$ cat config.mk
export PLATFORM = sky130hd
export DESIGN_NAME = usc_top
export DESIGN_NICKNAME = d
export VERILOG_FILES = /design/src/hdl/usc_pkg.sv /design/src/hdl/usc_tx.sv /design/src/hdl/usc_rx.sv /design/src/hdl/usc_top.sv
export SDC_FILE = /design/constraint.sdc
export NUM_CORES = 1
export LEC_CHECK = 0
export BUFFER_PORTS_ARGS = -buffer_cell sky130_fd_sc_hd__buf_2
export CAP_MARGIN = 20
export CORE_ASPECT_RATIO = 1.1
export CORE_MARGIN = 4
export CORE_UTILIZATION = 25
export CTS_CLUSTER_SIZE = 12
export DETAILED_ROUTE_END_ITERATION = 7
export PLACE_DENSITY = 0.41
export SLEW_MARGIN = 20
export SYNTH_ARGS = -nofsm -noshare
export SYNTH_HDL_FRONTEND = slang
export SYNTH_SLANG_ARGS = --single-unit
export TNS_END_PERCENT = 100
$ cat constraint.sdc
create_clock -name clk_i -period 2.3 [get_ports clk_i]
set_clock_uncertainty 0.05 [all_clocks]
set_input_delay 0.115 -clock clk_i [delete_from_list [all_inputs] [get_ports clk_i]]
set_output_delay 0.115 -clock clk_i [all_outputs]
set_load 0.05 [all_outputs]
$ cat src/hdl/usc_pkg.sv
// Register map, field layout, reset values and shared types of the UART.
package usc_pkg;
  localparam int CLK_HZ = 125_000_000;
  localparam int BAUD_HZ = 115_200;
  localparam int CLKS_PER_BIT = CLK_HZ / BAUD_HZ;
  localparam int TX_DEPTH = 4;
  localparam int IRDA_NUM = 3;
  localparam int IRDA_DEN = 16;
  localparam int FRAME_BITS = 10;
  localparam int BREAK_BITS = 14;
  localparam logic [7:0] STA_OFS = 8'h00;
  localparam logic [7:0] MODE_OFS = 8'h04;
  localparam logic [7:0] TXD_OFS = 8'h08;
  localparam logic [7:0] RXD_OFS = 8'h0c;
  localparam logic [7:0] IST_OFS = 8'h10;
  localparam logic [7:0] IEN_OFS = 8'h14;
  localparam logic [7:0] ICLR_OFS = 8'h18;
  localparam int ADM_BIT = 24;
  localparam int ADDR_LSB = 16;
  localparam int TXSEL_LSB = 14;
  localparam int TXINV_BIT = 13;
  localparam int RXEN_BIT = 12;
  localparam int BRK_BIT = 11;
  localparam int TXEN_BIT = 10;
  localparam int TXBF_BIT = 9;
  localparam int TX_SHIFT_EMPTY_BIT = 8;
  localparam int RXSEL_LSB = 6;
  localparam int ADDR_CHAR_DETECT_BIT = 5;
  localparam int RX_LINE_IDLE_BIT = 4;
  localparam int PARITY_ERROR_FLAG_BIT = 3;
  localparam int FRAMING_ERROR_FLAG_BIT = 2;
  localparam int OVERRUN_ERROR_FLAG_BIT = 1;
  localparam int RX_DATA_AVAILABLE_BIT = 0;
  localparam int ON_BIT = 15;
  localparam int INFRARED_ENABLE_BIT = 12;
  localparam int PAREN_BIT = 0;
  localparam logic [1:0] TXSEL_SPACE = 2'h0;
  localparam logic [1:0] TXSEL_DONE = 2'h1;
  localparam logic [1:0] TXSEL_EMPTY = 2'h2;
  localparam int IRQ_TX = 0;
  localparam int IRQ_RX = 1;
  localparam int IRQ_ERR = 2;
  localparam int IRQ_BRK = 3;
  localparam int IRQ_W = 4;
  localparam logic TX_PIN_RST = 1'b1;
  localparam logic TX_OE_N_RST = 1'b1;
  typedef struct packed {
    logic full;
    logic empty;
    logic shift_empty;
  } usc_tx_stat_t;
  typedef struct packed {
    logic valid;
    logic parity_error_flag;
    logic framing_error_flag;
    logic [7:0] data;
  } usc_rx_char_t;
  typedef struct packed {
    logic adm;
    logic [7:0] addr;
    logic [1:0] txsel;
    logic txinv;
    logic rxen;
    logic brk;
    logic txen;
    logic [1:0] rxsel;
    logic addr_char_detect;
    logic overrun_error_flag;
    logic on;
    logic infrared_enable;
    logic paren;
    logic [IRQ_W-1:0] ien;
    logic [IRQ_W-1:0] ist;
    logic [7:0] rxd;
    logic rxda;
    logic parity_error_flag;
    logic framing_error_flag;
    logic matched;
  } usc_ctrl_t;
  localparam usc_ctrl_t CTRL_RST = '0;
endpackage

$ cat src/hdl/usc_tx.sv
// Transmit buffer, shift register and break generator.
`timescale 1ns/100ps
module usc_tx #(
  parameter int CLKS_PER_BIT = usc_pkg::CLKS_PER_BIT,
  parameter int DEPTH = usc_pkg::TX_DEPTH
) (
  input wire logic clk_i,
  input wire logic rstn_i,
  input wire logic ce_i,
  input wire logic en_i,
  input wire logic push_i,
  input wire logic [7:0] din_i,
  input wire logic brk_i,
  output usc_pkg::usc_tx_stat_t stat_o,
  output logic line_o,
  output logic early_o,
  output logic brk_done_o
);
  import usc_pkg::*;
  localparam int PW = $clog2(DEPTH);
  localparam int DW = $clog2(CLKS_PER_BIT);
  localparam logic [DW-1:0] DIV_LAST = DW'(CLKS_PER_BIT - 1);
  localparam logic [DW-1:0] EARLY = DW'(CLKS_PER_BIT * IRDA_NUM / IRDA_DEN);
  typedef enum logic {TX_IDLE = 1'b0, TX_SHIFT = 1'b1} usc_tx_state_t;
  logic [7:0] mem [DEPTH];
  usc_tx_state_t state_reg, state_next;
  logic [PW-1:0] wp_reg, wp_next, rp_reg, rp_next;
  logic [PW:0] cnt_reg, cnt_next;
  logic [BREAK_BITS-1:0] sr_reg, sr_next;
  logic [3:0] nb_reg, nb_next;
  logic [DW-1:0] div_reg, div_next;
  logic brk_reg, brk_next, done_reg, done_next, push_ok, pop;

  always_comb
  begin
    state_next = state_reg;
    sr_next = sr_reg;
    nb_next = nb_reg;
    div_next = div_reg;
    brk_next = brk_reg;
    done_next = 1'b0;
    pop = 1'b0;
    push_ok = push_i && (cnt_reg != (PW+1)'(DEPTH));
    if (state_reg == TX_SHIFT)
    begin
      div_next = div_reg + 1'b1;
      if (div_reg == DIV_LAST)
      begin
        div_next = '0;
        sr_next = {1'b1, sr_reg[BREAK_BITS-1:1]};
        nb_next = nb_reg - 4'h1;
        if (nb_reg == 4'h1)
        begin
          state_next = TX_IDLE;
          done_next = brk_reg;
          brk_next = 1'b0;
        end
      end
    end
    // The done pulse blocks a second break while the request bit clears.
    else if (brk_i && !done_reg)
    begin
      state_next = TX_SHIFT;
      sr_next = {1'b1, {(BREAK_BITS-1){1'b0}}};
      nb_next = 4'(BREAK_BITS);
      brk_next = 1'b1;
    end
    else if (cnt_reg != '0)
    begin
      state_next = TX_SHIFT;
      pop = 1'b1;
      sr_next = {{(BREAK_BITS-FRAME_BITS+1){1'b1}}, mem[rp_reg], 1'b0};
      nb_next = 4'(FRAME_BITS);
    end
    wp_next = wp_reg + PW'(push_ok);
    rp_next = rp_reg + PW'(pop);
    cnt_next = cnt_reg + (PW+1)'(push_ok) - (PW+1)'(pop);
    if (!en_i)
    begin
      state_next = TX_IDLE;
      wp_next = '0;
      rp_next = '0;
      cnt_next = '0;
      div_next = '0;
      brk_next = 1'b0;
      done_next = 1'b0;
    end
  end

  always_ff @(posedge clk_i or negedge rstn_i)
  begin
    if (!rstn_i)
    begin
      state_reg <= TX_IDLE;
      wp_reg <= '0;
      rp_reg <= '0;
      cnt_reg <= '0;
      sr_reg <= '0;
      nb_reg <= '0;
      div_reg <= '0;
      brk_reg <= 1'b0;
      done_reg <= 1'b0;
    end
    else if (ce_i)
    begin
      state_reg <= state_next;
      wp_reg <= wp_next;
      rp_reg <= rp_next;
      cnt_reg <= cnt_next;
      sr_reg <= sr_next;
      nb_reg <= nb_next;
      div_reg <= div_next;
      brk_reg <= brk_next;
      done_reg <= done_next;
    end
  end

  always_ff @(posedge clk_i)
  begin
    if (ce_i && en_i && push_ok)
      mem[wp_reg] <= din_i;
  end

  assign line_o = (state_reg == TX_SHIFT) ? sr_reg[0] : 1'b1;
  assign early_o = (div_reg < EARLY);
  assign brk_done_o = done_reg;
  assign stat_o.full = (cnt_reg == (PW+1)'(DEPTH));
  assign stat_o.empty = (cnt_reg == '0);
  assign stat_o.shift_empty = (cnt_reg == '0) && (state_reg == TX_IDLE);
endmodule

$ cat src/hdl/usc_rx.sv
// Receive deserialiser with framing and even-parity checks.
`timescale 1ns/100ps
module usc_rx #(
  parameter int CLKS_PER_BIT = usc_pkg::CLKS_PER_BIT
) (
  input wire logic clk_i,
  input wire logic rstn_i,
  input wire logic ce_i,
  input wire logic en_i,
  input wire logic par_en_i,
  input wire logic pin_i,
  output usc_pkg::usc_rx_char_t char_o,
  output logic idle_o
);
  import usc_pkg::*;
  localparam int DW = $clog2(CLKS_PER_BIT);
  localparam logic [DW-1:0] DIV_LAST = DW'(CLKS_PER_BIT - 1);
  localparam logic [DW-1:0] HALF = DW'(CLKS_PER_BIT / 2);
  typedef enum logic [1:0] {RX_IDLE = 2'b00, RX_START = 2'b01,
    RX_DATA = 2'b10, RX_STOP = 2'b11} usc_rx_state_t;
  usc_rx_state_t state_reg, state_next;
  logic [8:0] sr_reg, sr_next;
  logic [3:0] nb_reg, nb_next;
  logic [DW-1:0] div_reg, div_next;
  usc_rx_char_t char_reg, char_next;

  always_comb
  begin
    state_next = state_reg;
    sr_next = sr_reg;
    nb_next = nb_reg;
    div_next = div_reg + 1'b1;
    char_next = char_reg;
    char_next.valid = 1'b0;
    case (state_reg)
      RX_IDLE:
      begin
        div_next = '0;
        if (!pin_i)
          state_next = RX_START;
      end
      RX_START:
        if (div_reg == HALF)
        begin
          div_next = '0;
          nb_next = '0;
          state_next = pin_i ? RX_IDLE : RX_DATA;
        end
      RX_DATA:
        if (div_reg == DIV_LAST)
        begin
          div_next = '0;
          sr_next = {pin_i, sr_reg[8:1]};
          nb_next = nb_reg + 4'h1;
          if (nb_reg == (par_en_i ? 4'h8 : 4'h7))
            state_next = RX_STOP;
        end
      default:
        if (div_reg == DIV_LAST)
        begin
          state_next = RX_IDLE;
          char_next.valid = 1'b1;
          char_next.framing_error_flag = !pin_i;
          char_next.parity_error_flag = par_en_i && (^sr_reg);
          char_next.data = par_en_i ? sr_reg[7:0] : sr_reg[8:1];
        end
    endcase
    if (!en_i)
    begin
      state_next = RX_IDLE;
      char_next.valid = 1'b0;
    end
  end

  always_ff @(posedge clk_i or negedge rstn_i)
  begin
    if (!rstn_i)
    begin
      state_reg <= RX_IDLE;
      sr_reg <= '0;
      nb_reg <= '0;
      div_reg <= '0;
      char_reg <= '0;
    end
    else if (ce_i)
    begin
      state_reg <= state_next;
      sr_reg <= sr_next;
      nb_reg <= nb_next;
      div_reg <= div_next;
      char_reg <= char_next;
    end
  end

  assign char_o = char_reg;
  assign idle_o = (state_reg == RX_IDLE);
endmodule

$ cat src/hdl/usc_top.sv
// UART status and control register block with APB access and pin logic.
`timescale 1ns/100ps
module usc_top #(
  parameter int CLKS_PER_BIT = usc_pkg::CLKS_PER_BIT,
  parameter int TX_DEPTH = usc_pkg::TX_DEPTH
) (
  input wire logic clk_i,
  input wire logic rstn_i,
  input wire logic ce_i,
  input wire logic psel_i,
  input wire logic penable_i,
  input wire logic pwrite_i,
  input wire logic [7:0] paddr_i,
  input wire logic [31:0] pwdata_i,
  output logic [31:0] prdata_o,
  output logic pready_o,
  output logic pslverr_o,
  input wire logic rx_pin_i,
  output logic tx_pin_o,
  output logic tx_pin_oe_n_o,
  output logic rx_pin_own_o,
  output logic irq_o
);
  import usc_pkg::*;

  usc_ctrl_t ctrl_reg, ctrl_next;
  usc_tx_stat_t tx_stat;
  usc_rx_char_t rx_char;
  logic [31:0] prdata_reg, prdata_next, rd_word, sta_word;
  logic pready_reg, pready_next, pslverr_reg, pslverr_next;
  logic tx_pin_reg, tx_pin_next, tx_oe_n_reg, tx_oe_n_next;
  logic rx_own_reg, rx_own_next, irq_reg, irq_next;
  logic access, first, wr_done, rd_done, mapped;
  logic tx_run, rx_run, tx_push, tx_line, tx_early, brk_done, rx_idle;
  logic tx_cond, rx_ev, err_ev, rd_rxd;
  logic [IRQ_W-1:0] ev;

  assign tx_run = ctrl_reg.on && ctrl_reg.txen;
  assign rx_run = ctrl_reg.on && ctrl_reg.rxen;

  // APB handshake: with ce_i high the access phase lasts two cycles, so a write
  // commits and read side effects occur only at the edge that ends it.
  assign access = psel_i && penable_i;
  assign first = access && !pready_reg;
  assign wr_done = access && pready_reg && pwrite_i;
  assign rd_done = access && pready_reg && !pwrite_i;
  assign rd_rxd = rd_done && (paddr_i == RXD_OFS);

  always_comb
  begin
    sta_word = '0;
    sta_word[ADM_BIT] = ctrl_reg.adm;
    sta_word[ADDR_LSB +: 8] = ctrl_reg.addr;
    sta_word[TXSEL_LSB +: 2] = ctrl_reg.txsel;
    sta_word[TXINV_BIT] = ctrl_reg.txinv;
    sta_word[RXEN_BIT] = ctrl_reg.rxen;
    sta_word[BRK_BIT] = ctrl_reg.brk;
    sta_word[TXEN_BIT] = ctrl_reg.txen;
    sta_word[TXBF_BIT] = tx_stat.full;
    sta_word[TX_SHIFT_EMPTY_BIT] = tx_stat.shift_empty;
    sta_word[RXSEL_LSB +: 2] = ctrl_reg.rxsel;
    sta_word[ADDR_CHAR_DETECT_BIT] = ctrl_reg.addr_char_detect;
    sta_word[RX_LINE_IDLE_BIT] = rx_idle;
    sta_word[PARITY_ERROR_FLAG_BIT] = ctrl_reg.parity_error_flag;
    sta_word[FRAMING_ERROR_FLAG_BIT] = ctrl_reg.framing_error_flag;
    sta_word[OVERRUN_ERROR_FLAG_BIT] = ctrl_reg.overrun_error_flag;
    sta_word[RX_DATA_AVAILABLE_BIT] = ctrl_reg.rxda;
  end

  always_comb
  begin
    mapped = 1'b1;
    rd_word = '0;
    if (paddr_i == STA_OFS)
      rd_word = sta_word;
    else if (paddr_i == MODE_OFS)
    begin
      rd_word[ON_BIT] = ctrl_reg.on;
      rd_word[INFRARED_ENABLE_BIT] = ctrl_reg.infrared_enable;
      rd_word[PAREN_BIT] = ctrl_reg.paren;
    end
    else if (paddr_i == TXD_OFS)
      rd_word = '0;
    else if (paddr_i == RXD_OFS)
      rd_word[7:0] = ctrl_reg.rxd;
    else if (paddr_i == IST_OFS)
      rd_word[IRQ_W-1:0] = ctrl_reg.ist;
    else if (paddr_i == IEN_OFS)
      rd_word[IRQ_W-1:0] = ctrl_reg.ien;
    else if (paddr_i == ICLR_OFS)
      rd_word = '0;
    else
      mapped = 1'b0;
  end

  always_comb
  begin
    pready_next = first;
    pslverr_next = first && !mapped;
    prdata_next = (first && !pwrite_i) ? rd_word : '0;
  end

  always_ff @(posedge clk_i or negedge rstn_i)
  begin
    if (!rstn_i)
    begin
      pready_reg <= 1'b0;
      pslverr_reg <= 1'b0;
      prdata_reg <= '0;
    end
    else if (ce_i)
    begin
      pready_reg <= pready_next;
      pslverr_reg <= pslverr_next;
      prdata_reg <= prdata_next;
    end
  end

  always_comb
  begin
    ctrl_next = ctrl_reg;
    tx_push = wr_done && (paddr_i == TXD_OFS) && tx_run;
    rx_ev = 1'b0;
    err_ev = 1'b0;
    if (wr_done)
    begin
      if (paddr_i == STA_OFS)
      begin
        ctrl_next.adm = pwdata_i[ADM_BIT];
        ctrl_next.addr = pwdata_i[ADDR_LSB +: 8];
        ctrl_next.txsel = pwdata_i[TXSEL_LSB +: 2];
        ctrl_next.txinv = pwdata_i[TXINV_BIT];
        ctrl_next.rxen = pwdata_i[RXEN_BIT];
        ctrl_next.brk = pwdata_i[BRK_BIT];
        ctrl_next.txen = pwdata_i[TXEN_BIT];
        ctrl_next.rxsel = pwdata_i[RXSEL_LSB +: 2];
        ctrl_next.addr_char_detect = pwdata_i[ADDR_CHAR_DETECT_BIT];
        if (!pwdata_i[OVERRUN_ERROR_FLAG_BIT])
          ctrl_next.overrun_error_flag = 1'b0;
      end
      else if (paddr_i == MODE_OFS)
      begin
        ctrl_next.on = pwdata_i[ON_BIT];
        ctrl_next.infrared_enable = pwdata_i[INFRARED_ENABLE_BIT];
        ctrl_next.paren = pwdata_i[PAREN_BIT];
      end
      else if (paddr_i == IEN_OFS)
        ctrl_next.ien = pwdata_i[IRQ_W-1:0];
      else if (paddr_i == ICLR_OFS)
        ctrl_next.ist = ctrl_reg.ist & ~pwdata_i[IRQ_W-1:0];
    end
    // Hardware completion wins over a stale read-modify-write of the bit.
    if (brk_done)
      ctrl_next.brk = 1'b0;
    if (rd_rxd)
    begin
      ctrl_next.rxda = 1'b0;
      ctrl_next.parity_error_flag = 1'b0;
      ctrl_next.framing_error_flag = 1'b0;
    end
    if (!ctrl_next.adm)
      ctrl_next.matched = 1'b0;
    if (rx_char.valid)
    begin
      if (ctrl_reg.adm && !ctrl_reg.matched)
      begin
        // The address character itself is consumed, not delivered.
        if (rx_char.data == ctrl_reg.addr)
          ctrl_next.matched = 1'b1;
      end
      else if (ctrl_next.rxda)
      begin
        ctrl_next.overrun_error_flag = 1'b1;
        err_ev = 1'b1;
      end
      else
      begin
        ctrl_next.rxd = rx_char.data;
        ctrl_next.rxda = 1'b1;
        ctrl_next.parity_error_flag = rx_char.parity_error_flag;
        ctrl_next.framing_error_flag = rx_char.framing_error_flag;
        rx_ev = 1'b1;
        err_ev = rx_char.parity_error_flag || rx_char.framing_error_flag;
      end
    end
    case (ctrl_reg.txsel)
      TXSEL_SPACE: tx_cond = !tx_stat.full;
      TXSEL_DONE: tx_cond = tx_stat.shift_empty;
      TXSEL_EMPTY: tx_cond = tx_stat.empty;
      default: tx_cond = 1'b0;
    endcase
    ev = '0;
    ev[IRQ_TX] = tx_cond && tx_run;
    ev[IRQ_RX] = rx_ev;
    ev[IRQ_ERR] = err_ev;
    ev[IRQ_BRK] = brk_done;
    // Setting after the clear keeps an event that lands on a clear.
    ctrl_next.ist = ctrl_next.ist | ev;
  end

  always_ff @(posedge clk_i or negedge rstn_i)
  begin
    if (!rstn_i)
      ctrl_reg <= CTRL_RST;
    else if (ce_i)
      ctrl_reg <= ctrl_next;
  end

  // The infrared pulse is a short high during the first part of a zero
  // bit; the invert bit then flips the whole encoded stream.
  always_comb
  begin
    if (ctrl_reg.infrared_enable)
      tx_pin_next = (!tx_line && tx_early) ^ ctrl_reg.txinv;
    else
      tx_pin_next = tx_line ^ ctrl_reg.txinv;
    tx_oe_n_next = !tx_run;
    rx_own_next = rx_run;
    irq_next = |(ctrl_next.ist & ctrl_next.ien);
  end

  always_ff @(posedge clk_i or negedge rstn_i)
  begin
    if (!rstn_i)
    begin
      tx_pin_reg <= TX_PIN_RST;
      tx_oe_n_reg <= TX_OE_N_RST;
      rx_own_reg <= 1'b0;
      irq_reg <= 1'b0;
    end
    else if (ce_i)
    begin
      tx_pin_reg <= tx_pin_next;
      tx_oe_n_reg <= tx_oe_n_next;
      rx_own_reg <= rx_own_next;
      irq_reg <= irq_next;
    end
  end

  usc_tx #(
    .CLKS_PER_BIT(CLKS_PER_BIT),
    .DEPTH(TX_DEPTH)
  ) u_tx (
    .clk_i(clk_i),
    .rstn_i(rstn_i),
    .ce_i(ce_i),
    .en_i(tx_run),
    .push_i(tx_push),
    .din_i(pwdata_i[7:0]),
    .brk_i(ctrl_reg.brk),
    .stat_o(tx_stat),
    .line_o(tx_line),
    .early_o(tx_early),
    .brk_done_o(brk_done)
  );

  // A disabled receiver sees a constant idle line, so the pin is ignored.
  usc_rx #(
    .CLKS_PER_BIT(CLKS_PER_BIT)
  ) u_rx (
    .clk_i(clk_i),
    .rstn_i(rstn_i),
    .ce_i(ce_i),
    .en_i(rx_run),
    .par_en_i(ctrl_reg.paren),
    .pin_i(rx_run ? rx_pin_i : 1'b1),
    .char_o(rx_char),
    .idle_o(rx_idle)
  );

  assign prdata_o = prdata_reg;
  assign pready_o = pready_reg;
  assign pslverr_o = pslverr_reg;
  assign tx_pin_o = tx_pin_reg;
  assign tx_pin_oe_n_o = tx_oe_n_reg;
  assign rx_pin_own_o = rx_own_reg;
  assign irq_o = irq_reg;
endmodule

Word level (Yosys, flattened, before mapping)

Memory sizes are Yosys's and may differ from the RTL's.
Cells that the tools add are included.

Memory bits (read-only): 0
Bits of input ports: 47
Output and inout bits: 38
Latch bits: 0
Memories kept: 1
Memory bits (writable): 32
Word-level logic and storage cells: 250
Register bits after elaboration: 156

Equality and inequality tests: 30
Reductions and logical operators: 54
Multiplexer cells: 101
$lt $le $gt $ge: 1
Bitwise operators: 11
Multipliers: 0
Shift-type cells: 0
Add/subtract/negate cells: 8
Divide/modulo/power cells: 0

Memories:

| name     | depth | width | rd ports | clocked after Yosys merged registers in | wr ports | line         | text |
|---|---|---|---|---|---|---|---|
| u_tx.mem | 4     | 8     | 1        | 0                                       | 1        | usc_tx.sv:25 | `logic [7:0] mem [DEPTH];` |

Operator list:

| operator                                              | number |
|---|---|
| 2-to-1 mux 11 bit                                     | 9 |
| 2-to-1 mux 32 bit                                     | 2 |
| 2-to-1 mux 14 bit                                     | 4 |
| 2-to-1 mux 4 bit                                      | 13 |
| 2-to-1 mux 1 bit                                      | 47 |
| case mux 11 bit (3 select lines)                      | 1 |
| 2-to-1 mux 8 bit                                      | 4 |
| 2-to-1 mux 30 bit                                     | 1 |
| == test 8 x 5 -> 1 bit, second input constant         | 3 |
| adder 11 x 1 -> 11 bit, second input constant         | 2 |
| == test 11 bit, second input constant                 | 2 |
| 2-to-1 mux 2 bit                                      | 11 |
| logical AND 1 bit                                     | 21 |
| 2-to-1 mux 19 bit                                     | 1 |
| == test 8 x 4 -> 1 bit, second input constant         | 2 |
| 2-to-1 mux 16 bit                                     | 1 |
| AND reduction 4 bit                                   | 4 |
| AND reduction 3 bit                                   | 5 |
| 2-to-1 mux 3 bit                                      | 4 |
| inequality test 3 bit, second input constant          | 4 |
| == test 11 x 10 -> 1 bit, second input constant       | 1 |
| < comparator 11 x 8 -> 1 bit, second input constant   | 1 |
| zero test 1 bit                                       | 9 |
| inequality test 3 x 2 -> 1 bit, second input constant | 3 |
| 35 further kinds                                      | 50 |

Depth between registers and ports, before layout

Gate-level depths: netlist of the first run.

Depth in word-level cells: 11
Gate-level depth with buffers: 12
Depth with buffers taken out: 12

Cells and area by module

From an unflattened synthesis of the first run, not the netlist that was laid out.

Cells, all modules: 785
Area total of the unflattened synthesis: 8857.2 µm²

By module, submodules not included:

| module  | cells an instance | times used | seq. area each (µm²) | area each (µm²) |
|---|---|---|---|---|
| usc_top | 342               | 1          | 1829.3               | 3587.2 |
| usc_tx  | 261               | 1          | 1936.9               | 3350.7 |
| usc_rx  | 182               | 1          | 925.9                | 1919.3 |

Worst setup path after synthesis of the first run

No wires, ideal clock.

Path type: input port to flip-flop
Start: input paddr_i[1]
End: memory u_tx.mem[2][0], enable pin
Library setup time: 0.385 ns
Arrival: 2.060 ns
Cell stages on the path: 6
Slack: -0.195 ns
Buffers on the path: 1
Required time: 1.865 ns
Cell sequence: or4_4 -> buf_6 -> nor3_2 -> nand4_1 -> nand2b_1 -> nor3b_1

Longest elaborated chain between the ends: 7

Ends and longest elaborated chain:

| item                                   | line           | text |
|---|---|---|
| from (decl)                            | usc_top.sv:13  | `input wire logic [7:0] paddr_i,` |
| == test 8 x 4 -> 1 bit                 | usc_top.sv:122 | `tx_push = wr_done && (paddr_i == TXD_OFS) && tx_run;` |
| logical AND 1 bit (2 in a row)         | usc_top.sv:122 |  |
| logical AND 1 bit                      | usc_tx.sv:43   | `push_ok = push_i && (cnt_reg != (PW+1)'(DEPTH));` |
| logical AND 1 bit                      | usc_tx.sv:120  | `if (ce_i && en_i && push_ok)` |
| 2-to-1 mux 1 bit                       | usc_tx.sv:120  |  |
| 2-to-1 mux 1 bit (not written as such) | usc_tx.sv:121  | `mem[wp_reg] <= din_i;` |
| to (decl)                              | usc_tx.sv:25   |  |

No other way between the ends.

Worst setup path after layout of the first run

Start: register u_tx.div_reg[1]
End: register u_tx.nb_reg[3]

Longest elaborated chain between the ends: 3

Ends and longest elaborated chain:

| item                                   | line          | text |
|---|---|---|
| from (decl)                            | usc_tx.sv:31  | `logic [DW-1:0] div_reg, div_next;` |
| from (signal assigned)                 | usc_tx.sv:112 | `div_reg <= div_next;` |
| == test 11 bit                         | usc_tx.sv:47  | `if (div_reg == DIV_LAST)` |
| inequality test 2 bit (no source line) | --            |  |
| AND reduction 3 bit (no source line)   | --            |  |
| to (signal assigned)                   | usc_tx.sv:111 | `nb_reg <= nb_next;` |
| to (decl)                              | usc_tx.sv:30  | `logic [3:0] nb_reg, nb_next;` |

No other way between the ends.
A chain may end at the register's enable or synchronous reset.

==> results of run 1 <==
## worst max-delay path, stage by stage, from the launching register on
cell and delay [ns]:
dfrtp_1 0.37, inv_1 0.07, ha_1 0.16, or4bb_4 0.56, o31ai_4 0.20, o211a_1 0.29
buf_4 0.15, a21oi_1 0.05, o22a_1 0.16
## layer usage
metal / vias to the layer above / track usage (%) / wire length [um]
met2: 79 / 21.5 / 11600
met5: - / 0 / 0
met4: 0 / 2.96 / 218
met1: 3170 / 17.3 / 11100
li1: 3113 / - / -
met3: 12 / 2.26 / 581
## power breakdown
group	switching (mW)	internal (mW)	total (mW)
Clock	1.39	1.54	2.92
Sequential	0.0374	3.31	3.35
Combinational	0.241	0.140	0.380
## logic make-up after synthesis
logic type / after synthesis
compound gates: 180
xor+xnor: 25
fa+ha+maj: 18
buf+inv: 70
flops: 181
mux: 60
other cells: 1
simple gates: 230
## worst max path at each step
stage                     from               to  slack [ns]
5_1_grt        u_rx.div_reg[0]   u_rx.nb_reg[3]       -0.05
3_3_place_gp        paddr_i[1]   u_tx.mem[3][5]       -0.16
3_5_place_dp        paddr_i[1]   u_tx.mem[3][5]       -0.17
4_1_cts        u_tx.div_reg[1]  u_tx.sr_reg[11]        0.01
6_report       u_tx.div_reg[1]   u_tx.nb_reg[3]        0.13
2_1_floorplan       paddr_i[1]  u_tx.cnt_reg[2]       -0.04
## repair_timing
action | CTS | global route
hold buffers | 27 | 0
hold endpoints to repair | 108 | 0
pin swaps | 1 | 7
setup endpoints to repair | 4 | 35
buffers inserted | 1 | 5
gates resized for setup | 0 | 20
## cells in the final DEF, fill, tap and decap left out, types with 5 or more instances in the layout
cell type / netlist / layout
dlygate4sd3_1: 0 / 27
nand2b_1: 9 / 8
nand2_1: 72 / 71
nor3_1: 14 / 12
xnor2_1: 11 / 11
xor2_1: 14 / 14
and3_1: 8 / 8
nor2b_1: 10 / 10
clkbuf_16: 0 / 17
a22o_1: 17 / 17
buf_4: 7 / 70
o31ai_1: 16 / 13
nor2_1: 46 / 42
o2bb2ai_1: 6 / 6
mux2i_1: 13 / 13
conb_1: 1 / 7
mux2_2: 39 / 39
a22oi_1: 12 / 12
dfrtp_1: 147 / 146
o21ai_0: 56 / 55
inv_1: 29 / 29
a21oi_1: 24 / 24
buf_6: 1 / 5
and2_1: 6 / 6
a221o_1: 10 / 10
edfxtp_1: 32 / 32
nand3_1: 18 / 18
buf_2: 4 / 67
nor4_1: 6 / 5
nand4_1: 12 / 12
ha_1: 17 / 17
or3_1: 6 / 6
buf_12: 0 / 5
mux4_2: 8 / 8
## layout make-up
class / count / area (sq um)
Clock buffer: 19 / 434
Tap cell: 438 / 548
Timing Repair Buffer: 174 / 1290
Fill cell: 3494 / 23200
Sequential cell: 181 / 4690
Clock inverter: 13 / 140
Inverter: 29 / 109
Multi-Input combinational cell: 520 / 3730
==> results.md, run 1 <==
* Status: complete, no violations
* Final hold viol count at 0
* Worst EP required at 2.57 ns
* Ys Warns at 0
* Setup_tns at 0 ns
* Largest net degree at the start of global routing at 59
* Area grow syn2layout at 27.0%
* Most area-consuming cells after synthesis: dfrtp_1 43%, edfxtp_1 11%, mux2_2 5.1%, o21ai_0 3.3%, nand2_1 3.1%
* Number of synthesized register bits at 181
* Critical Path Source Type: flip-flop
* Ys async rst share at 82.3%
* GRT Util Overall at 12.8%
* CTS buffer count at 17
* Hold Path End: prdata_o[15]
* Post-Synth XOR/XNOR Area at 2.54%
* Count leader, synth: dfrtp_1
* Mux share of post-synthesis cell area at 8.70%
* Non-Filler Instances at 1374
* R2R depth at 8
* Final setup margin at 0.125 ns
* CTS sink count at 181
* Vias per cell at 4.64
* Row cnt at 71
* DIE AREA at 37500 sq um
* Die Ht at 203 um
* DR WL/cell at 17.1 um
* Worst vdd ir at 0.502 mV
* CP Data Arrival Time at 2.44 ns
* Layout Utilization at 32.1%
* Post-DRT Antenna Nets at 0
* CTS root buf: clkbuf_16
* DP Wirelength at 17200 um
* Post-route DRC at 0
* RR Startpoint: u_tx.div_reg[1]
* Hold Path Depth at 2
* WL final at 23500 um
* Crit. End Element: flip-flop
* P_leak at 4.83 nW
* DIE WIDTH at 185 um
* First-pass GRT wire length at 37800 um
* DRT iter0 DRCs at 318
* Total power at 6.65 mW
* Dpl cell area at 9970 sq um
* Largest family of logic cells by synthesized area: compound AO/OA/AOI/OAI gates
* Commonest cells post-synth: 147 x dfrtp_1, 72 x nand2_1, 56 x o21ai_0, 46 x nor2_1, 39 x mux2_2
* Area leader, netlist: dfrtp_1
* Yosys cell types at 66
* Share of the synthesized area in the top cell type at 42.7%
* Synth Area per Inst at 11.3 sq um
* Minimum clock period at 2.17 ns
* CTS tree: done
* Setup CP Type: reg -> reg
* Number of flops mapped to enable cells by yosys at 32
* H-tree depth at 4
* Placed insts at 1309
* Worst R2R Setup Slack at 0.13 ns
* Core Region at 34100 sq um
* Drt pass-1 iters at 4
* Synth Area in Adders at 2.70%
* Relative slew slack at 63.6%
* GP Congestion at 0.746
* PortBufs at 68
* Vias in the first global route at 6637
* Initial Util at 25.3%
* Clock transition at path regs at 0.07 ns
* Ant. Diodes at 0
* Post-synthesis simple-gate area fraction at 13.5%
* Slew Limit Fails at 0
* Vias at 6374
* Count of final setup violators at 0
* Post-route cell area at 10900 sq um
* Post-synthesis sequential area ratio at 54.5%
* RSZ-0062 raised after global routing: true
* Grt total ovfl at 0
* PwrDens at 608 nW/um^2
* I/O pin cnt at 85
* Max reg flops at 42
* Hold slack at 0.0352 ns
* Maximum clock rate at 0.460 GHz
* Fin nets at 988
* Synth Area in Compound Gates at 14.6%
* Clk_lat worst skew at 0.43 ns
* Worst min path class: in -> reg
* Fraction of layout cells with a size suffix above 1 at 26.8%
* Final worst path period share at 94.6%
* Crit path max fanout at 5
* Hold path startpoint: ce_i
* Max Buffers Root-to-Sink at 2
* Slew @ Worst Pin at 0.547 ns
* Post-Syn Area at 8610 sq um
* Worst reg2reg path endpoint: u_tx.nb_reg[3]
* Ys flop type: dfrtp_1
* Max Cap Violations at 0
* Pre-CTS setup slack at -0.170 ns
* Initial antenna violation count at 0
* Synth Instances at 765
Note: power is estimated with default switching activity, not from simulation.
==> inputs of run 2 (changes only) <==
Settings changed: ABC_AREA from default to 1.
==> run 2 against run 1 <==
Sequential cell count did not move. Count of clock-buffer cells in the layout did not move. Setup slack improved by 0.060 ns. Sequential power barely moved. Power rose by 1.6%. Critical path depth rose by 3. Critical path type unchanged. Largest power group unchanged.
==> results.md, run 2 <==
* Status: complete, no violations
* Filler cells at 3686 (+5.5%)
* Die Ht at 205 um (+1.3%)
* Most frequent CP cell: inv_1
* Setup_tns at 0 ns (unchanged)
* Ant. Diodes at 0 (unchanged)
* Final worst path period share at 92.0% (-2.6 points)
* WL final at 24000 um (+2.1%)
* Layout Utilization at 30.6% (-1.5 points)
* Worst vdd ir at 0.474 mV (-5.5%)
* PwrDens at 631 nW/um^2 (+3.7%)
* CTS root buf: clkbuf_16
* Initial antenna violation count at 1 (+1)
* Hold slack at 0.0767 ns (+0.0415 ns)
* Synth Instances at 995 (+30%)
* Post-route cell area at 10700 sq um (-2.0%)
* CTS sink count at 181 (unchanged)
* Commonest non-fill, non-tap cells in the layout: 202 x nand2_1, 147 x dfrtp_1, 108 x inv_1
* Final hold viol count at 0 (unchanged)
* DR WL/cell at 15.3 um (-11%)
* Post-route DRC at 0 (unchanged)
* Largest net degree at the start of global routing at 51 (-14%)
* Worst EP required at 2.60 ns (+0.03 ns)
* DRT iter0 DRCs at 429 (+35%)
* Critical-path cell list: nor2_1, nor2_2, inv_1, a21oi_2, ha_1, inv_1, ha_1, inv_1, fa_1, xor2_1, o22ai_1
* Post-Syn Area at 8850 sq um (+2.8%)
* Area leader, netlist: dfrtp_1
* I/O pin cnt at 85 (unchanged)
* Minimum clock period at 2.12 ns (-0.0596 ns)
* Fraction of layout cells with a size suffix above 1 at 15.1% (-12 points)
* Crit. End Element: flip-flop
* Crit path max fanout at 3 (-2)
* Row cnt at 72 (+1.4%)
* Setup CP Type: reg -> reg
* Count leader, synth: nand2_1
* DP Wirelength at 17800 um (+3.6%)
* Drt pass-1 iters at 4 (unchanged)
* Vias at 6958 (+9.2%)
* Vias in the first global route at 7024 (+5.8%)
* Ys flop type: dfrtp_1
* Area grow syn2layout at 21.1%
* Clock transition at path regs at 0.08 ns (about the same)
* Ys Warns at 0 (unchanged)
* Setup repair bufs after CTS at 0 (-1)
* Non-Filler Instances at 1568 (+14%)
* Critical Path Source Type: flip-flop
* Max Cap Violations at 0 (unchanged)
* Max reg flops at 42 (unchanged)
* Vias per cell at 4.44 (-4.3%)
* Relative slew slack at 59.7% (-3.9 points)
* Slew @ Worst Pin at 0.599 ns (+0.0524 ns)
* PortBufs at 68 (unchanged)
* Grt total ovfl at 0 (unchanged)
* GRT Util Overall at 12.7% (-0.14 points)
* Placed insts at 1510 (+15%)
* Worst min path class: in -> reg
* Most common cell after layout, fill and taps aside: nand2_1
* Ys async rst share at 82.3% (unchanged)
* Share of the synthesized area in the top cell type at 41.5% (-1.2 points)
* DIE AREA at 38500 sq um (+2.7%)
* Maximum clock rate at 0.473 GHz (+2.8%)
* Synth Area per Inst at 8.90 sq um (-21%)
* Post-DRT Antenna Nets at 0 (unchanged)
* Slowest CP cell: dfrtp_1
* CTS tree: done
* First-pass GRT wire length at 38700 um (+2.4%)
* Max Buffers Root-to-Sink at 2 (unchanged)
* CTS buffer count at 17 (unchanged)
* Number of synthesized register bits at 181 (unchanged)
* Count of final setup violators at 0 (unchanged)
* Clk_lat worst skew at 0.44 ns (about the same)
* RSZ-0062 raised after global routing: false
* CP peak stage delay at 0.40 ns (-0.16 ns)
* Initial Util at 25.3% (about the same)
* Fin nets at 1176 (+19%)
* Commonest cells post-synth: 202 x nand2_1, 147 x dfrtp_1, 108 x inv_1, 90 x o21ai_0, 85 x nor2_1
* CP Data Arrival Time at 2.42 ns (-0.02 ns)
* Post-synthesis sequential area ratio at 53.0% (-1.5 points)
* P_leak at 4.84 nW (+0.24%)
* H-tree depth at 4 (unchanged)
* Number of flops mapped to enable cells by yosys at 32 (unchanged)
* DIE WIDTH at 187 um (+1.3%)
* GP Congestion at 0.804 (+7.7%)
* Most area-consuming cells after synthesis: dfrtp_1 42%, edfxtp_1 11%, nand2_1 8.6%, o21ai_0 5.1%, inv_1 4.6%
* Dpl cell area at 9870 sq um (-0.98%)
* Yosys cell types at 57 (-14%)
* Slew Limit Fails at 0 (unchanged)
* Core Region at 35000 sq um (+2.7%)
-- run 2: per-stage QoR --
step / setup WS (ns) / total power, mW
floorplan: 0.0244 / 3.63
CTS: 0.124 / 6.88
detailed placement: 0.143 / 3.82
finish: 0.185 / 6.76
global placement: 0.189 / 3.82
global route: 0.0370 / 7.06
-- run 2: layout make-up --
cell class,count,area (sq um),area share (%)
Sequential cell,181,4690,43.8
Multi-Input combinational cell,668,3570,33.3
Timing Repair Buffer,129,895,8.34
Tap cell,444,556,5.18
Clock buffer,19,454,4.24
Inverter,114,428,3.99
Clock inverter,13,133,1.24
-- run 2: path summary, 6_finish.rpt --
kind                            startpoint  slack (ns)  cells after the start         endpoint
setup / recovery           u_tx.brk_done_o        0.18                     11  u_tx.cnt_reg[2]
hold / removal                  paddr_i[4]        0.08                      4        pslverr_o
setup reg to reg           u_tx.brk_done_o        0.18                     11  u_tx.cnt_reg[2]
hold reg to reg            u_tx.sr_reg[13]        0.42                      1  u_tx.sr_reg[13]
max in group asynchronous           rstn_i        1.39                      3     prdata_o[17]
min in group asynchronous           rstn_i        0.15                      2  u_tx.div_reg[5]
-- run 2: worst max-delay path, delay by kind of cell, from the launching register on --
kind,cells,cell delay [ns]
adder cells (fa/ha/maj),3,0.80
flip-flops,1,0.40
AND/OR/NAND/NOR,2,0.25
buffers and inverters,3,0.21
XOR/XNOR,1,0.17
AO/OA/AOI/OAI,2,0.17
-- run 2: repair_timing --
action,in CTS,in global routing
endpoints found under the hold margin,100,0
hold buffers,26,0
resized for setup,0,1
setup endpoints to repair,0,1
-- run 2: kinds of logic after synthesis --
family	Yosys count	share of synthesized area (%)
AND/OR/NAND/NOR	408	20.3
AO/OA/AOI/OAI	192	12.4
flip-flops	181	53.0
buffers and inverters	152	7.05
XOR/XNOR	27	2.67
adder cells (fa/ha/maj)	18	2.63
multiplexers	16	1.92
other	1	0.0424
-- run 2: where the power goes --
group	switching (mW)	internal [mW]
combinational	0.301	0.139
clock	1.39	1.59
sequential	0.0330	3.31
-- run 2: routing by layer --
metal | track usage, % | wire length [um] | vias to the layer above | part of all wire (%)
met5 | 0 | 13 | - | 0.054
met2 | 21.0 | 11400 | 88 | 47
met1 | 16.5 | 11300 | 3308 | 47
met3 | 2.54 | 731 | 32 | 3.1
li1 | - | - | 3528 | -
met4 | 4.67 | 587 | 2 | 2.4
==> inputs of run 3 (changes only) <==
Settings changed: CELL_PAD_IN_SITES_DETAIL_PLACEMENT from default to 1, CELL_PAD_IN_SITES_GLOBAL_PLACEMENT from default to 1, PLACE_DENSITY 0.41 to 0.5.
==> run 3 against run 2 <==
Utilization down 0.071 points. Sequential cell count unchanged. Worst hold slack worse by 0.011 ns. Count of clock-buffer cells in the layout up 1. First-iteration DRC count down 38%. Sequential share of layout area up 0.10 points. Highest routed layer is now met4.
==> results.md, run 3 (synthesis results as in run 2) <==
* GP Congestion at 0.799 (-0.58%)
* Worst min path class: in -> reg
* Post-route DRC at 0 (unchanged)
* Grt total ovfl at 0 (unchanged)
* Setup CP Type: reg -> reg
* Max reg flops at 42 (unchanged)
* CTS buffer count at 17 (unchanged)
* Worst R2R Setup Slack at 0.22 ns (+0.04 ns)
* DP Wirelength at 19000 um (+6.3%)
* Met1 Wirelength at 12100 um (+7.3%)
* Slew Limit Fails at 0 (unchanged)
* WL final at 25500 um (+6.3%)
* Clock network power share at 43.9% (-0.2 points)
* RR Startpoint: ctrl_reg[28]
* Net Sw Frac at 25.8% (+0.36 points)
* Top Layer Used: met4
* CTS tree: done
* Worst vdd ir at 0.506 mV (+6.8%)
* Flop pwr share at 49.5% (about the same)
* Die Ht at 205 um (unchanged)
* Critical Path Source Type: flip-flop
* Fin nets at 1173 (-0.26%)
* DR WL/cell at 16.3 um (+6.5%)
* Power Internal at 5.00 mW (-0.66%)
* DRT iter0 DRCs at 268 (-38%)
* I/O pin cnt at 85 (unchanged)
* DIE WIDTH at 187 um (unchanged)
* Detail Route met3 WL at 511 um (-30%)
* Area grow syn2layout at 20.8%
* PortBufs at 68 (unchanged)
* Final worst path period share at 90.2% (-1.8 points)
* Vias at 7138 (+2.6%)
* Vias per cell at 4.56 (+2.8%)
* Crit. End Element: flip-flop
* Layout Utilization at 30.5% (-0.071 points)
* H-tree depth at 4 (unchanged)
* Initial Util at 25.3% (unchanged)
* Most common cell after layout, fill and taps aside: nand2_1
* Ant. Diodes at 0 (unchanged)
* Maximum clock rate at 0.482 GHz (+1.9%)
* Hold Path Depth at 4 (unchanged)
* First-pass GRT wire length at 42400 um (+9.5%)
* Vias in the first global route at 7614 (+8.4%)
* Slew @ Worst Pin at 0.550 ns (-0.0494 ns)
* Count of final setup violators at 0 (unchanged)
* Commonest non-fill, non-tap cells in the layout: 202 x nand2_1, 147 x dfrtp_1, 106 x inv_1
* Fraction of layout cells with a size suffix above 1 at 15.3% (+0.13 points)
* R2R depth at 12 (+1)
* Combinational cell fraction of total power at 6.6% (about the same)
* Post-DRT Antenna Nets at 0 (unchanged)
* Minimum clock period at 2.08 ns (-0.0403 ns)
* CP Data Arrival Time at 2.33 ns (-0.09 ns)
* Met2 routed wirelength at 12600 um (+11%)
* Hold Path End: pslverr_o
* CTS sink count at 181 (unchanged)
* Initial antenna violation count at 0 (-1)
* Hold path startpoint: paddr_i[4]
* GRT Util Overall at 13.7% (+1.1 points)
* Core Region at 35000 sq um (unchanged)
* Largest net degree at the start of global routing at 49 (-3.9%)
* Crit path max fanout at 3 (unchanged)
* Clock transition at path regs at 0.07 ns (about the same)
* Final hold viol count at 0 (unchanged)
* Worst EP required at 2.55 ns (-0.05 ns)
* CTS root buf: clkbuf_16
* Clk_lat worst skew at 0.44 ns (about the same)
* Status: complete, no violations
* Max Buffers Root-to-Sink at 2 (unchanged)
* Drt pass-1 iters at 4 (unchanged)
* P_leak at 4.82 nW (-0.33%)
* PwrDens at 631 nW/um^2 (about the same)
* DIE AREA at 38500 sq um (unchanged)
* Row cnt at 72 (unchanged)
* Psw at 1.74 mW (+1.2%)
* Max Cap Violations at 0 (unchanged)
* RSZ-0062 raised after global routing: false
* Setup_tns at 0 ns (unchanged)
* Relative slew slack at 63.3% (+3.7 points)
* Worst reg2reg path endpoint: u_tx.cnt_reg[2]
* Total power at 6.75 mW (-0.18%)
run 3: how the worst max path moves through the flow:
| stage | from | endpoint | slack, ns |
|---|---|---|---|
| 6_report | ctrl_reg[28] | u_tx.cnt_reg[2] | 0.22 |
| 5_1_grt | ctrl_reg[28] | u_tx.cnt_reg[2] | 0.009 |
| 4_1_cts | ctrl_reg[28] | u_tx.cnt_reg[2] | 0.11 |
| 3_5_place_dp | ctrl_reg[28] | u_tx.cnt_reg[2] | 0.12 |
| 3_3_place_gp | ctrl_reg[28] | u_tx.cnt_reg[2] | 0.17 |
| 2_1_floorplan | u_tx.state_reg | u_tx.cnt_reg[2] | 0.02 |
run 3: routing by layer:
layer  global-route usage (%)  up-vias
met5                        0        -
met4                     3.28        0
met3                     2.46       21
met2                     23.8       55
met1                     17.9     3532
li1                         -     3530
run 3: power by group through the flow:
stage | sequential (mW) | combinational (mW) | clock [mW]
3_3_place_gp | 3.41 | 0.420 | 0
6_report | 3.34 | 0.446 | 2.96
2_1_floorplan | 3.43 | 0.196 | 0
4_1_cts | 3.34 | 0.459 | 3.07
5_1_grt | 3.35 | 0.509 | 3.20
3_5_place_dp | 3.41 | 0.424 | 0
run 3: timing repair:
item	in CTS	in global routing
hold buffers	25	0
setup endpoints to repair	0	2
setup buffers	0	2
endpoints found under the hold margin	98	0
gates resized for setup	0	5
run 3: area by class of cell:
cell class | instances | area (sq um)
Tap cell | 444 | 556
Clock buffer | 20 | 447
Timing Repair Buffer | 126 | 870
Clock inverter | 12 | 135
Sequential cell | 181 | 4690
Multi-Input combinational cell | 668 | 3570
Inverter | 114 | 428
Fill cell | 4064 | 24300
run 3: critical path, cell delays in order, from the launching register on:
cell,delay (ns)
dfrtp_1,0.37
inv_2,0.07
nor2_2,0.04
nor2_2,0.14
inv_2,0.06
a21oi_2,0.12
ha_1,0.24
inv_1,0.06
ha_1,0.13
inv_1,0.05
fa_1,0.37
xor2_1,0.16
o22ai_1,0.08
run 3: stage by stage:
stage / cell area, sq um / hold slack (ns) / setup slack [ns] / cells
after floorplan: 8880 / -0.231 / 0.0244 / 1001
after global placement: 9840 / 0.0806 / 0.168 / 1506
after detailed placement: 9840 / 0.0750 / 0.124 / 1506
after CTS: 10700 / 0.0519 / 0.107 / 1563
after global routing: 10700 / 0.0665 / 0.00906 / 1565
final: 10700 / 0.0655 / 0.225 / 1565
